**src/lec_map.vh**
```
// Register map, field positions and codes for the lost-edge counter block.
`ifndef LEC_MAP_VH
`define LEC_MAP_VH
// =====================================================================
// Sizes
`define LEC_NCH 8
`define LEC_ADDR_W 4
`define LEC_CNT_W 3
`define LEC_CNT_MAX 3'h7
`define LEC_CAP_MAX 2'h2
// =====================================================================
// Channel modes
`define LEC_MODE_DI 2'h0
`define LEC_MODE_DO 2'h1
`define LEC_MODE_MI 2'h2
`define LEC_MODE_CAM 2'h3
// =====================================================================
// Register offsets
`define LEC_REG_STATE 4'h0
`define LEC_REG_INVERT 4'h1
`define LEC_REG_MODE_LO 4'h2
`define LEC_REG_MODE_HI 4'h3
`define LEC_REG_EDGE_RISE 4'h4
`define LEC_REG_EDGE_FALL 4'h5
`define LEC_REG_SINGLE 4'h6
`define LEC_REG_JOB_ACT 4'h7
`define LEC_REG_PAIR0 4'h8
`define LEC_REG_PAIR1 4'h9
`define LEC_REG_PAIR2 4'hA
`define LEC_REG_PAIR3 4'hB
`define LEC_REG_IRQ_STAT 4'hC
`define LEC_REG_IRQ_MASK 4'hD
// =====================================================================
// Field positions inside a pair byte
`define LEC_ODD_LSB 4
`define LEC_EVEN_LSB 0
`define LEC_ZERO8 8'h00
`endif

```
**src/lec_edge_chan.v**
```verilog
// One measuring-input channel: edge qualification, capture limit and lost-edge counter.
`timescale 1ns/100ps
`default_nettype none
`include "lec_map.vh"
module lec_edge_chan (
  input wire ref_clk, // Clock.
  input wire reset, // Asynchronous reset, active high.
  input wire level, // Logical input level, inversion applied.
  input wire is_measure, // Channel is a measuring input.
  input wire job_active, // Measurement job is running.
  input wire sel_rise, // Rising edges are wanted.
  input wire sel_fall, // Falling edges are wanted.
  input wire interval_start, // Servo cycle start or new job.
  output reg [2:0] lost_edge_count, // Saturating lost-edge count.
  output reg lost_pulse // One cycle per newly lost edge.
);
  reg level_d;
  reg [1:0] captured;
  wire rise;
  wire fall;
  wire qualify;
  // Edge detect against the previous sample; inputs are synchronous already.
  assign rise = level & ~level_d;
  assign fall = ~level & level_d;
  assign qualify = is_measure & job_active & ((rise & sel_rise) | (fall & sel_fall));
  // =====================================================================
  // Capture slots and lost counter
  // A qualifying edge in the start cycle counts into the fresh interval.
  always @(posedge ref_clk or posedge reset) begin
    if (reset) begin
      level_d <= 1'b0;
      captured <= 2'h0;
      lost_edge_count <= 3'h0;
      lost_pulse <= 1'b0;
    end else begin
      level_d <= level;
      lost_pulse <= 1'b0;
      if (interval_start) begin
        captured <= qualify ? 2'h1 : 2'h0;
        lost_edge_count <= 3'h0;
      end else if (qualify) begin
        if (captured != `LEC_CAP_MAX) begin
          captured <= captured + 2'h1;
        end else begin
          lost_pulse <= 1'b1;
          if (lost_edge_count != `LEC_CNT_MAX) begin
            lost_edge_count <= lost_edge_count + 3'h1;
          end
        end
      end
    end
  end
endmodule
`default_nettype wire

```
**src/lec_regs.v**
```verilog
// Software-written configuration registers of the lost-edge counter block.
`timescale 1ns/100ps
`default_nettype none
`include "lec_map.vh"
module lec_regs (
  input wire ref_clk, // Clock.
  input wire reset, // Asynchronous reset, active high.
  input wire wr_en, // Write strobe.
  input wire [3:0] addr, // Register address.
  input wire [7:0] wdata, // Write data.
  output reg [7:0] invert, // Per-channel inversion.
  output reg [15:0] mode, // Two mode bits per channel.
  output reg [7:0] edge_rise, // Rising edge selection.
  output reg [7:0] edge_fall, // Falling edge selection.
  output reg [7:0] single_mode, // One: single measurement per job.
  output reg [7:0] irq_mask // Interrupt mask.
);
  // =====================================================================
  // Write decode; unmapped writes are dropped.
  always @(posedge ref_clk or posedge reset) begin
    if (reset) begin
      invert <= 8'h00;
      mode <= 16'h0000;
      edge_rise <= 8'h00;
      edge_fall <= 8'h00;
      single_mode <= 8'h00;
      irq_mask <= 8'h00;
    end else if (wr_en) begin
      case (addr)
        `LEC_REG_INVERT: invert <= wdata;
        `LEC_REG_MODE_LO: mode[7:0] <= wdata;
        `LEC_REG_MODE_HI: mode[15:8] <= wdata;
        `LEC_REG_EDGE_RISE: edge_rise <= wdata;
        `LEC_REG_EDGE_FALL: edge_fall <= wdata;
        `LEC_REG_SINGLE: single_mode <= wdata;
        `LEC_REG_IRQ_MASK: irq_mask <= wdata;
        default: irq_mask <= irq_mask;
      endcase
    end
  end
endmodule
`default_nettype wire

```
**src/lec_top.v**
```verilog
// Terminal status and lost-edge counters for eight fast I/O channels.
//
// Chosen here: the plain strobed port and the register addresses.
`timescale 1ns/100ps
`default_nettype none
`include "lec_map.vh"
// Operation
// - Each channel's status value is its logical state with the configured inversion applied.
// - For a digital or measuring input the status follows the current input level.
// - For a digital or cam output the status follows the sensed terminal level, not the command.
// - An edge is lost-counted only while a job is active and its polarity is selected.
// - At most two qualifying edges are captured per interval; further ones are lost.
// - The lost count saturates at seven, so seven means seven or more.
// - The odd channel of a pair puts its count in bits six to four of the pair byte.
// - The even channel of a pair puts its count in bits two to zero of the pair byte.
module lec_top (
  input wire ref_clk, // 50 MHz clock.
  input wire reset, // Asynchronous reset, active high.
  input wire [3:0] addr, // Register address.
  input wire [7:0] wdata, // Write data.
  input wire wr_en, // Write strobe, one cycle.
  input wire rd_en, // Read strobe, one cycle.
  output reg [7:0] rdata, // Read data, valid the cycle after rd_en.
  input wire servo_tick, // One-cycle pulse at each servo cycle start.
  input wire [7:0] job_active, // Per-channel measurement job running.
  input wire [7:0] job_start, // Per-channel pulse when a new job starts.
  input wire [7:0] fast_io_terminal, // Sensed terminal levels.
  output reg [7:0] channel_state_value, // Status per channel.
  output reg irq // Level interrupt.
);
  wire [7:0] invert;
  wire [15:0] mode;
  wire [7:0] edge_rise;
  wire [7:0] edge_fall;
  wire [7:0] single_mode;
  wire [7:0] irq_mask;
  wire [7:0] logical;
  wire [7:0] is_measure;
  wire [7:0] interval_start;
  wire [7:0] lost_pulse;
  wire [23:0] counts;
  wire [31:0] pair_bytes;
  reg [7:0] irq_stat;
  reg [7:0] next_irq_stat;
  reg [7:0] next_rdata;

  // =====================================================================
  // Configuration registers
  lec_regs u_regs (
    .ref_clk(ref_clk),
    .reset(reset),
    .wr_en(wr_en),
    .addr(addr),
    .wdata(wdata),
    .invert(invert),
    .mode(mode),
    .edge_rise(edge_rise),
    .edge_fall(edge_fall),
    .single_mode(single_mode),
    .irq_mask(irq_mask)
  );

  // =====================================================================
  // Per-channel logic
  // Inputs and outputs alike report the sensed terminal, never the command,
  // so a shorted driver shows as a status that differs from the command.
  genvar g;
  generate
    for (g = 0; g < `LEC_NCH; g = g + 1) begin : g_ch
      assign logical[g] = fast_io_terminal[g] ^ invert[g];
      assign is_measure[g] = (mode[2*g+1:2*g] == `LEC_MODE_MI);
      // Cyclic mode restarts on the servo tick, single mode on a new job.
      assign interval_start[g] = single_mode[g] ? job_start[g] : servo_tick;
      lec_edge_chan u_chan (
        .ref_clk(ref_clk),
        .reset(reset),
        .level(logical[g]),
        .is_measure(is_measure[g]),
        .job_active(job_active[g]),
        .sel_rise(edge_rise[g]),
        .sel_fall(edge_fall[g]),
        .interval_start(interval_start[g]),
        .lost_edge_count(counts[3*g+2:3*g]),
        .lost_pulse(lost_pulse[g])
      );
    end
    // Pack pairs: odd channel high field, even low, bits seven and three zero.
    for (g = 0; g < `LEC_NCH / 2; g = g + 1) begin : g_pair
      assign pair_bytes[8*g+7:8*g] = {1'b0, counts[6*g+5:6*g+3], 1'b0, counts[6*g+2:6*g]};
    end
  endgenerate

  // =====================================================================
  // Status output register
  always @(posedge ref_clk or posedge reset) begin
    if (reset) begin
      channel_state_value <= 8'h00;
    end else begin
      channel_state_value <= logical;
    end
  end

  // =====================================================================
  // Read mux; unmapped addresses read zero.
  always @* begin
    case (addr)
      `LEC_REG_STATE: next_rdata = logical;
      `LEC_REG_INVERT: next_rdata = invert;
      `LEC_REG_MODE_LO: next_rdata = mode[7:0];
      `LEC_REG_MODE_HI: next_rdata = mode[15:8];
      `LEC_REG_EDGE_RISE: next_rdata = edge_rise;
      `LEC_REG_EDGE_FALL: next_rdata = edge_fall;
      `LEC_REG_SINGLE: next_rdata = single_mode;
      `LEC_REG_JOB_ACT: next_rdata = job_active;
      `LEC_REG_PAIR0: next_rdata = pair_bytes[7:0];
      `LEC_REG_PAIR1: next_rdata = pair_bytes[15:8];
      `LEC_REG_PAIR2: next_rdata = pair_bytes[23:16];
      `LEC_REG_PAIR3: next_rdata = pair_bytes[31:24];
      `LEC_REG_IRQ_STAT: next_rdata = irq_stat;
      `LEC_REG_IRQ_MASK: next_rdata = irq_mask;
      default: next_rdata = `LEC_ZERO8;
    endcase
  end

  // =====================================================================
  // Sticky lost-edge status; clear on read, a new event in that cycle wins.
  always @* begin
    next_irq_stat = irq_stat;
    if (rd_en && addr == `LEC_REG_IRQ_STAT) begin
      next_irq_stat = 8'h00;
    end
    next_irq_stat = next_irq_stat | lost_pulse;
  end

  // Read data stand only in the cycle after the strobe, zero otherwise.
  always @(posedge ref_clk or posedge reset) begin
    if (reset) begin
      rdata <= 8'h00;
      irq_stat <= 8'h00;
      irq <= 1'b0;
    end else begin
      rdata <= rd_en ? next_rdata : `LEC_ZERO8;
      irq_stat <= next_irq_stat;
      irq <= |(next_irq_stat & irq_mask);
    end
  end
endmodule
`default_nettype wire

```
**config.mk**
```make
export PLATFORM = sky130hd
export DESIGN_NAME = lec_top
export DESIGN_NICKNAME = d
export VERILOG_FILES = /design/src/lec_edge_chan.v /design/src/lec_regs.v /design/src/lec_top.v
export VERILOG_INCLUDE_DIRS = /design/src
export SDC_FILE = /design/constraint.sdc
export NUM_CORES = 1
export LEC_CHECK = 0
export BUFFER_PORTS_ARGS = -buffer_cell sky130_fd_sc_hd__buf_2
export CAP_MARGIN = 20
export CELL_PAD_IN_SITES_DETAIL_PLACEMENT = 1
export CELL_PAD_IN_SITES_GLOBAL_PLACEMENT = 1
export CORE_ASPECT_RATIO = 0.8
export CORE_UTILIZATION = 48
export CTS_BUF_LIST = sky130_fd_sc_hd__clkbuf_8 sky130_fd_sc_hd__clkbuf_16
export CTS_CLUSTER_SIZE = 25
export DETAILED_ROUTE_END_ITERATION = 10
export PLACE_DENSITY = 0.79
export SYNTH_ARGS = -nofsm -noshare
export SYNTH_HDL_FRONTEND = slang
export SYNTH_SLANG_ARGS = --single-unit
```
**constraint.sdc**
```tcl
create_clock -name ref_clk -period 4.9 [get_ports ref_clk]
set_input_delay 0.98 -clock ref_clk [delete_from_list [all_inputs] [get_ports ref_clk]]
set_output_delay 0.98 -clock ref_clk [all_outputs]
set_load 0.01 [all_outputs]
```
==> results.json, run 1 <==
{
  "tns_ps": 0,
  "die_y_um": 112,
  "synth_cell_types": 64,
  "drtIter0Drc": 571,
  "io_pins": 58,
  "dp.cells": 872,
  "track_usage_pct": 31.2,
  "synth.mux.area_fraction_pct": 16.9,
  "grt-ovfl-total": 0,
  "hold_viol": 0,
  "fin_util_pct": 56.5,
  "synthTopCellsByCount": "dfrtp_1 (129), mux2_2 (78), nand2_1 (44)",
  "final_nets": 772,
  "synth.avg_cell_area_um2": 11.0,
  "cp_data_required_time_ps": 5210,
  "crit_slowest_cell": "nor2b_1",
  "r2r_cells": 4,
  "drc": 0,
  "routed_wl_mm": 23.0,
  "r2r-start": "u_regs.invert[6]$_DFFE_PP0P_",
  "grt_max_degree": 75,
  "port_buffers": 57,
  "slew_headroom_pct": 36.5,
  "rsz0062_at_grt": "no",
  "p_total_mw": 3.28,
  "min_period_over_period_pct": 57.1,
  "clk_pin_slew_ps": 60,
  "cts.htree.levels": 4,
  "hold_path.startpoint": "g_ch[2].u_chan.lost_pulse$_DFF_PP0_",
  "synth-seq-cells": 129,
  "synth-seq-area-share_pct": 44.6,
  "fin_crit_ps": 2800,
  "hold_path.class": "flip-flop to flip-flop",
  "worst-slew-pin-transition_ps": 952,
  "initial_core_util_pct": 50.0,
  "num_rows": 39,
  "cap_violations": 0,
  "r2r_slack_ps": 2810,
  "grt_pass1_wl_mm": 36.3,
  "pre_cts_ws_ps": 1800,
  "antenna_found_initial": 0,
  "cts_setup_buffers": 0,
  "stdcell_area_mm2": 0.00818,
  "netlist_instances": 659,
  "leakage_nw": 3.60,
  "place_congestion": 0.897,
  "syn-num-nets": 724,
  "critPathTopFamily": "compound AO/OA/AOI/OAI gates",
  "stdcell_count": 903,
  "synthSimpleGateAreaFrac_pct": 16.4,
  "cts_tree": "built",
  "ff_latch_area_mm2": 0.00323,
  "dpl-instance-area_mm2": 0.00758,
  "fmax_mhz": 357,
  "synth_area_leaders": "dfrtp_1 (45%), mux2_2 (12%), ha_1 (4.1%), mux2i_1 (3.9%), a21oi_1 (2.5%)",
  "clk_latency_ps": 430,
  "drt.antenna.violating_nets": 0,
  "clock-root-buffer": "clkbuf_16",
  "crit_type": "input port to flip-flop",
  "whs_ps": 465,
  "irDropWorstVdd_mv": 0.262,
  "synth_area_mm2": 0.00724,
  "ys.flop_type": "dfrtp_1",
  "post_cts_resized": 0,
  "coreArea_mm2": 0.0145,
  "synth_top_area_share_pct": 44.6,
  "yosys_warnings": 0,
  "synthXorXnorAreaFrac_pct": 0.967,
  "async_flop_share_pct": 100,
  "wire_per_inst_um": 25.4,
  "cpPeakStageDelay_ps": 680,
  "crit_fanout": 40,
  "fin_skew_ps": 7.09,
  "slew_violations": 0,
  "yosysTopAreaCell": "dfrtp_1",
  "status": "finished clean",
  "setup_viol": 0,
  "synth-edff-count": 0,
  "syn2layout_area_growth_pct": 13.0,
  "via_per_inst": 6.54,
  "dieArea_mm2": 0.0156,
  "place_hpwl_mm": 16.1,
  "crit_buf_inv": 1,
  "drive_above_1_share_pct": 25.5,
  "synth_fa_ha_area_share_pct": 4.15,
  "num_vias": 5906,
  "finalWorstSetupSlack_ps": 2100,
  "cts_buffers": 17,
  "whs_endpoint": "irq_stat[2]$_DFF_PP0_",
  "diodes": 0,
  "cts_num_sinks": 129,
  "synth_compound_area_share_pct": 13.5,
  "multiInputGateArea_mm2": 0.00376,
  "cts-hold-fix-buffers": 0,
  "cp.arrival_ps": 3110,
  "synth.most_common_cell": "dfrtp_1",
  "cts_buffer_depth": 2,
  "cellPowerDensity_mw_per_mm2": 401,
  "min_path_cells": 1,
  "synth_top_family_by_area": "multiplexers",
  "grt_pass1_vias": 6355,
  "die_x_um": 139,
  "cp-start-kind": "input port",
  "worstPathCellList": "buf_2 -> nor2b_1 -> a22oi_1 -> o32a_1 -> a311oi_1",
  "r2r-end": "g_ch[6].u_chan.captured[1]$_DFFE_PP0P_",
  "nFillCells": 1539,
  "endpoint_kind": "flip-flop",
  "firstDrtPassIters": 5
}
cell usage in the layout, fill, tap and decap left out, types with 21 or more instances in the layout:
| cell | count |
|---|---|
| nand3_1 | 29 |
| mux2i_1 | 28 |
| dfrtp_1 | 129 |
| a21oi_1 | 36 |
| o21ai_0 | 31 |
| buf_2 | 57 |
| nor2_1 | 21 |
| nand2_1 | 44 |
| mux2_2 | 78 |
| ha_1 | 24 |
state kept, by name (all words and copies together), names as in the netlist:
| name | cells |
|---|---|
| u_regs.edge_fall | 8 |
| rdata | 8 |
| u_regs.mode | 16 |
| g_ch.u_chan.lost_pulse | 8 |
| u_regs.irq_mask | 8 |
| u_regs.invert | 8 |
| irq_stat | 8 |
| g_ch.u_chan.lost_edge_count | 24 |
| channel_state_value | 8 |
| u_regs.single_mode | 8 |
| irq | 1 |
| u_regs.edge_rise | 8 |
| g_ch.u_chan.captured | 16 |
logic make-up after synthesis:
kind of cell    count (synthesis)
xor+xnor                        8
compound gates                143
flops                         129
simple gates                  203
mux                           109
buf+inv                        43
fa+ha+maj                      24
where the power goes:
group | switching (mW) | total (mW) | internal [mW]
combinational | 0.346 | 0.606 | 0.261
sequential | 0.161 | 1.37 | 1.20
clock | 0.482 | 1.31 | 0.832
metal layers:
metal  wire (um)  GRT usage (%)  up-vias  part of all wire [%]
li1            -              -     2593                     -
met1        9790           39.2     3057                    43
met2       10900           50.5      202                    48
met3        1500           8.26       54                   6.5
met4         756           14.0        0                   3.3
met5           0              0        -                     0
cell type report:
cell class	instances	share of cell area, %
clock inverter	11	1.70
multi-input combinational	487	45.9
clock buffer	20	5.70
tap	184	2.81
sequential	129	39.4
timing repair buffer	58	3.73
inverter	14	0.673
how the worst max path moves through the flow:
stage,startpoint,endpoint,cells after the start
after floorplan,reset,channel_state_value[0]$_DFF_PP0_,1
after CTS,addr[0],rdata[2]$_DFF_PP0_,5
after global routing,addr[0],rdata[2]$_DFF_PP0_,5
final,addr[0],rdata[2]$_DFF_PP0_,5
after detailed placement,addr[1],u_regs.single_mode[1]$_DFFE_PP0P_,4
after global placement,addr[1],u_regs.single_mode[7]$_DFFE_PP0P_,4
worst reg2reg max path, cell delays in order, from the launching register on:
cell      delay, ps
dfrtp_1         410
xor2_1          420
mux2_2          450
o311ai_0        480
o41ai_1         170
(Power assumes the default switching activity.)
==> inputs of run 2 (changes only) <==
Settings changed: ABC_AREA set to 1, CORE_UTILIZATION 48 to 40, PLACE_DENSITY 0.79 to 0.76.
Clock period 4.9 ns to 2.3 ns, I/O delays scaled along.
==> run 2 against run 1 <==
Net effect: sequential cell count did not move; clock skew barely moved; cell count rose by 38%; first-iteration DRC count fell by 24%; sequential share of layout area rose by 0.24 points; register-to-register slack got worse by 2100 ps; via count rose by 9.4%; clock-buffer cell count did not move; critical endpoint is now u_regs.edge_fall[0]$_DFFE_PP0P_; total power rose by 140%; largest cell class is now sequential cells.
==> results.json, run 2 <==
{
  "status": "finished clean",
  "cts_buffers": 17,
  "fmax_mhz": 586,
  "layout_common_cells": "nand2_1 (343), dfrtp_1 (129), nor2_1 (108)",
  "pwr-share-clk_pct": 35.8,
  "crit_type": "input port to flip-flop",
  "cellPowerDensity_mw_per_mm2": 968,
  "syn-num-nets": 1000,
  "worst-slew-pin-transition_ps": 1030,
  "synth.avg_cell_area_um2": 7.34,
  "layout_commonest_cell": "nand2_1",
  "drc": 0,
  "num_vias": 6459,
  "power.internal_mw": 5.22,
  "synthTopCellsByCount": "nand2_1 (343), dfrtp_1 (129), nor2_1 (108)",
  "yosysTopAreaCell": "dfrtp_1",
  "synth_top_area_share_pct": 47.0,
  "worstPathCellList": "buf_2 -> inv_1 -> nand2_1 -> nor2_1 -> nand2_1 -> o21ai_0",
  "antenna_found_initial": 0,
  "largest-register": "g_ch.u_chan.lost_edge_count",
  "pwr-share-comb_pct": 22.5,
  "synth-edff-count": 0,
  "grt-ovfl-total": 0,
  "grt_max_degree": 28,
  "nFillCells": 2120,
  "yosys_warnings": 0,
  "cap_violations": 0,
  "async_flop_share_pct": 100,
  "r2r_cells": 6,
  "slew_violations": 0,
  "via_per_inst": 5.19,
  "p_seq_share_pct": 41.7,
  "drive_above_1_share_pct": 11.7,
  "wire_per_inst_um": 18.0,
  "r2r-end": "g_ch[7].u_chan.lost_edge_count[1]$_DFFE_PP0P_",
  "synth_cell_types": 22,
  "diodes": 0,
  "cp.arrival_ps": 2030,
  "top_regs": "g_ch.u_chan.lost_edge_count: 24 flops, g_ch.u_chan.captured: 16 flops, u_regs.mode: 16 flops",
  "place_hpwl_mm": 16.4,
  "critPathTopFamily": "simple AND/OR/NAND/NOR gates",
  "p_sw_mw": 2.65,
  "synth-seq-area-share_pct": 47.0,
  "cts_num_sinks": 129,
  "synth_area_leaders": "dfrtp_1 (47%), nand2_1 (19%), nand3_1 (7.3%), nor2_1 (5.9%), o21ai_0 (5.2%)",
  "synth.most_common_cell": "nand2_1",
  "place_congestion": 0.846,
  "routed_wl_mm": 22.4,
  "setup_viol": 0,
  "largest_register_ffs": 24,
  "slew_headroom_pct": 31.3,
  "syn2layout_area_growth_pct": 18.5,
  "num_rows": 42,
  "synth-seq-cells": 129,
  "die_y_um": 119,
  "cts.htree.levels": 4,
  "track_usage_pct": 27.3,
  "ff_latch_area_mm2": 0.00323,
  "cp-start-kind": "input port",
  "cpMostUsedCell": "nand2_1",
  "io_pins": 58,
  "clock-root-buffer": "clkbuf_16",
  "dieArea_mm2": 0.0177,
  "fin_skew_ps": 7.54,
  "r2r-start": "u_regs.invert[7]$_DFFE_PP0P_",
  "cpPeakStageDelay_ps": 480,
  "clk_latency_ps": 430,
  "hold_path.class": "input port to async pin",
  "r2r_slack_ps": 750,
  "grt_pass1_vias": 6527,
  "synth_area_mm2": 0.00687,
  "grt_pass1_wl_mm": 35.8,
  "min_period_over_period_pct": 74.2,
  "rsz0062_at_grt": "no",
  "coreArea_mm2": 0.0167,
  "cts-hold-fix-buffers": 0,
  "endpoint_kind": "flip-flop",
  "cts_tree": "built",
  "met3_usage_pct": 6.78,
  "leakage_nw": 4.42,
  "crit_slowest_cell": "nand2_1",
  "cts_setup_buffers": 0,
  "port_buffers": 57,
  "clk_pin_slew_ps": 60,
  "drt.antenna.violating_nets": 0,
  "tns_ps": 0,
  "multiInputGateArea_mm2": 0.00317,
  "busiest_layer": "met1",
  "crit_buf_inv": 2,
  "crit_fanout": 16,
  "whs_ps": 172,
  "initial_core_util_pct": 41.2,
  "post_cts_resized": 0,
  "gr-usage-met2_pct": 39.7,
  "ys.flop_type": "dfrtp_1",
  "firstDrtPassIters": 5,
  "cp_data_required_time_ps": 2620,
  "switching_share_pct": 33.7,
  "netlist_instances": 935,
  "cts_buffer_depth": 2,
  "final_nets": 1078,
  "hold_viol": 0,
  "grtUsageMet1_pct": 40.1,
  "drtIter0Drc": 436,
  "fin_crit_ps": 1710,
  "irDropWorstVdd_mv": 0.439,
  "die_x_um": 148
}
-- run 2: cell families (layout without fill, tap and decap cells) --
logic type	count (synthesis)	after routing	share of synthesized area, %
flip-flops	129	129	47.0
AO/OA/AOI/OAI	97	97	7.38
buffers and inverters	108	198	6.78
XOR/XNOR	2	2	0.255
adder cells (fa/ha/maj)	24	24	4.37
AND/OR/NAND/NOR	575	575	34.2
-- run 2: stage by stage --
stage	std cells	worst slack (ps)	area [um2]	power (mW)	util (%)
5_1_grt	1245	500	8140	8.39	48.8
3_5_place_dp	1214	284	7530	5.06	45.2
2_1_floorplan	935	245	6870	4.44	-
3_3_place_gp	1214	291	7530	4.98	45.2
6_report	1245	594	8140	7.87	48.8
4_1_cts	1245	686	8140	7.93	48.8
-- run 2: per-layer routing --
layer | share of wire [%] | wire [um] | vias up
met5 | 0 | 0 | -
met4 | 1.2 | 267 | 0
met3 | 5.9 | 1320 | 21
met2 | 43 | 9560 | 163
met1 | 50 | 11200 | 3136
li1 | - | - | 3139
-- run 2: area by class of cell --
class,instances,area share (%)
flip-flops and latches,129,39.7
multi-input cells,698,39.0
repair buffers,81,6.49
clock buffers,20,5.74
inverters,86,4.01
well taps,220,3.38
clock inverters,11,1.69
-- run 2: power by group through the flow --
stage                     Clock [mW]  Sequential (mW)  Combinational [mW]
after floorplan                    0             3.15                1.29
after global placement             0             3.30                1.68
after detailed placement           0             3.31                1.76
after CTS                       2.86             3.28                1.78
after global routing            2.95             3.36                2.08
final                           2.82             3.28                1.77
-- run 2: worst register-to-register path: cells and delay by family, from the launching register on --
family | cells | cell delay (ps)
DFF | 1 | 460
and+or+nand+nor | 5 | 610
xor gates and xnor gates | 1 | 370
-- run 2: worst max-delay path by stage --
stage	start	end	slack [ps]	cells after the start
after floorplan	reset	channel_state_value[0]$_DFF_PP0_	240	1
after global placement	servo_tick	g_ch[5].u_chan.captured[0]$_DFFE_PP0P_	290	8
after detailed placement	servo_tick	g_ch[0].u_chan.captured[1]$_DFFE_PP0P_	280	8
after CTS	addr[1]	u_regs.edge_fall[0]$_DFFE_PP0P_	690	6
after global routing	addr[2]	rdata[1]$_DFF_PP0_	500	9
final	addr[1]	u_regs.edge_fall[0]$_DFFE_PP0P_	590	6
==> inputs of run 3 (changes only) <==
Clock period 2.3 ns to 1.55 ns, I/O delays scaled along.
==> run 3 against run 2 <==
Net effect: worst hold slack got worse by 46 ps; largest power group unchanged; combinational power increased by 74%; setup slack got worse by 520 ps; largest cell class is now multi-input combinational cells; clock power increased by 51%.
==> results.json, run 3 (synthesis results as in run 2) <==
{
  "status": "finished clean",
  "nFillCells": 2111,
  "tns_ps": 0,
  "power.internal_mw": 8.03,
  "hold_viol": 0,
  "cpMostUsedCell": "nand2_1",
  "pwr-share-clk_pct": 34.8,
  "wire_per_inst_um": 18.6,
  "hold_path.startpoint": "fast_io_terminal[7]",
  "slew_headroom_pct": 61.5,
  "crit_fanout": 4,
  "drc": 0,
  "stdcell_area_mm2": 0.00857,
  "firstDrtPassIters": 6,
  "irDropWorstVdd_mv": 0.674,
  "r2r-end": "g_ch[3].u_chan.lost_edge_count[2]$_DFFE_PP0P_",
  "dp.cells": 1246,
  "io_pins": 58,
  "setup_viol": 0,
  "top_regs": "g_ch.u_chan.lost_edge_count: 24 flops, g_ch.u_chan.captured: 16 flops, u_regs.mode: 16 flops",
  "fin_crit_ps": 1470,
  "cellPowerDensity_mw_per_mm2": 1430,
  "cts_buffer_depth": 2,
  "grt_pass1_vias": 6885,
  "drive_above_1_share_pct": 16.8,
  "r2r_slack_ps": 80,
  "layout_common_cells": "nand2_1 (336), dfrtp_1 (125), nor2_1 (107)",
  "critPathTopFamily": "simple AND/OR/NAND/NOR gates",
  "layout_commonest_cell": "nand2_1",
  "whs_endpoint": "channel_state_value[7]$_DFF_PP0_",
  "clk_pin_slew_ps": 60,
  "num_rows": 42,
  "crit_slowest_cell": "dfrtp_1",
  "track_usage_pct": 28.8,
  "diodes": 0,
  "slew_violations": 0,
  "cts.htree.levels": 4,
  "worst-slew-pin-transition_ps": 575,
  "cts_num_sinks": 129,
  "initial_core_util_pct": 41.2,
  "cp.arrival_ps": 1780,
  "min_period_over_period_pct": 94.9,
  "dieArea_mm2": 0.0177,
  "min_path_cells": 2,
  "grt-ovfl-total": 0,
  "grt_pass1_wl_mm": 38.2,
  "largest_register_ffs": 24,
  "crit_type": "flip-flop to flip-flop",
  "largest-register": "g_ch.u_chan.lost_edge_count",
  "clock-root-buffer": "clkbuf_16",
  "coreArea_mm2": 0.0167,
  "die_y_um": 119,
  "whs_ps": 127,
  "place_hpwl_mm": 17.0,
  "cp-start-kind": "flip-flop",
  "routed_wl_mm": 23.9,
  "p_sw_mw": 4.20,
  "die_x_um": 148,
  "fmax_mhz": 680,
  "pwr-share-comb_pct": 25.2,
  "cp_data_required_time_ps": 1860,
  "r2r_cells": 9,
  "stdcell_count": 1285,
  "antenna_found_initial": 0,
  "worstPathCellList": "inv_1 -> nand2_1 -> nand2_1 -> o21ai_0 -> nand3_1 -> nand2_1 -> nand2_1 -> nand2_1 -> nand2_1",
  "fin_skew_ps": 10.9,
  "final_nets": 1117,
  "r2r-start": "u_regs.invert[3]$_DFFE_PP0P_",
  "cap_violations": 0,
  "hold_path.class": "input port to flip-flop",
  "grt_max_degree": 50,
  "port_buffers": 57,
  "num_vias": 6729,
  "cpPeakStageDelay_ps": 360,
  "drtIter0Drc": 467,
  "p_seq_share_pct": 40.0,
  "dpl-instance-area_mm2": 0.00782,
  "drt.antenna.violating_nets": 0,
  "crit_buf_inv": 1,
  "cts_buffers": 17,
  "syn2layout_area_growth_pct": 24.8,
  "place_congestion": 0.893,
  "switching_share_pct": 34.3,
  "leakage_nw": 4.61,
  "cts_tree": "built",
  "via_per_inst": 5.24,
  "endpoint_kind": "flip-flop",
  "clk_latency_ps": 430
}
-- run 3: power groups by stage --
stage	Clock (mW)	Combinational, mW	Sequential (mW)
6_report	4.26	3.08	4.89
5_1_grt	4.47	3.55	5.00
4_1_cts	4.31	2.94	4.89
3_5_place_dp	0	2.84	4.91
3_3_place_gp	0	2.70	4.90
2_1_floorplan	0	1.92	4.68
-- run 3: timing repair --
action                     4_1_cts  5_1_grt
hold buffers                     1        0
setup endpoints to repair        1       27
gates resized for setup          1       22
pin swaps                        0       14
setup buffers                    0        6
hold endpoints to repair         7        0
-- run 3: worst max path at each step --
stage	slack, ps	depth (start not counted)	end	from
after global routing	-70	9	g_ch[6].u_chan.lost_edge_count[1]$_DFFE_PP0P_	u_regs.invert[6]$_DFFE_PP0P_
after detailed placement	-180	9	u_regs.irq_mask[0]$_DFFE_PP0P_	addr[1]
after global placement	-120	9	u_regs.irq_mask[5]$_DFFE_PP0P_	addr[1]
after floorplan	-360	1	channel_state_value[0]$_DFF_PP0_	reset
final	80	9	g_ch[3].u_chan.lost_edge_count[2]$_DFFE_PP0P_	u_regs.invert[3]$_DFFE_PP0P_
after CTS	50	6	g_ch[7].u_chan.lost_edge_count[1]$_DFFE_PP0P_	g_ch[7].u_chan.lost_edge_count[0]$_DFFE_PP0P_
-- run 3: area by class of cell --
class | instances | area, um2 | area share, %
inverter | 86 | 327 | 3.81
clock inverter | 12 | 155 | 1.81
multi-input combinational | 698 | 3240 | 37.8
sequential | 129 | 3230 | 37.7
tap | 220 | 275 | 3.21
timing repair buffer | 120 | 873 | 10.2
clock buffer | 20 | 467 | 5.45
-- run 3: per-layer routing --
layer / track usage [%] / wire, um / up-vias
li1: - / - / 3223
met1: 42.9 / 11600 / 3314
met2: 42.5 / 10600 / 167
met3: 5.71 / 1390 / 25
met4: 7.28 / 293 / 0
met5: 0 / 0 / -
-- run 3: stage by stage --
stage          power, mW  util [%]  setup WS, ps
6_report            12.2      51.4          79.3
5_1_grt             13.0      51.4         -74.2
4_1_cts             12.1      50.8          54.7
3_5_place_dp        7.75      47.0          -180
3_3_place_gp        7.59      47.0          -122
2_1_floorplan       6.59         -          -355
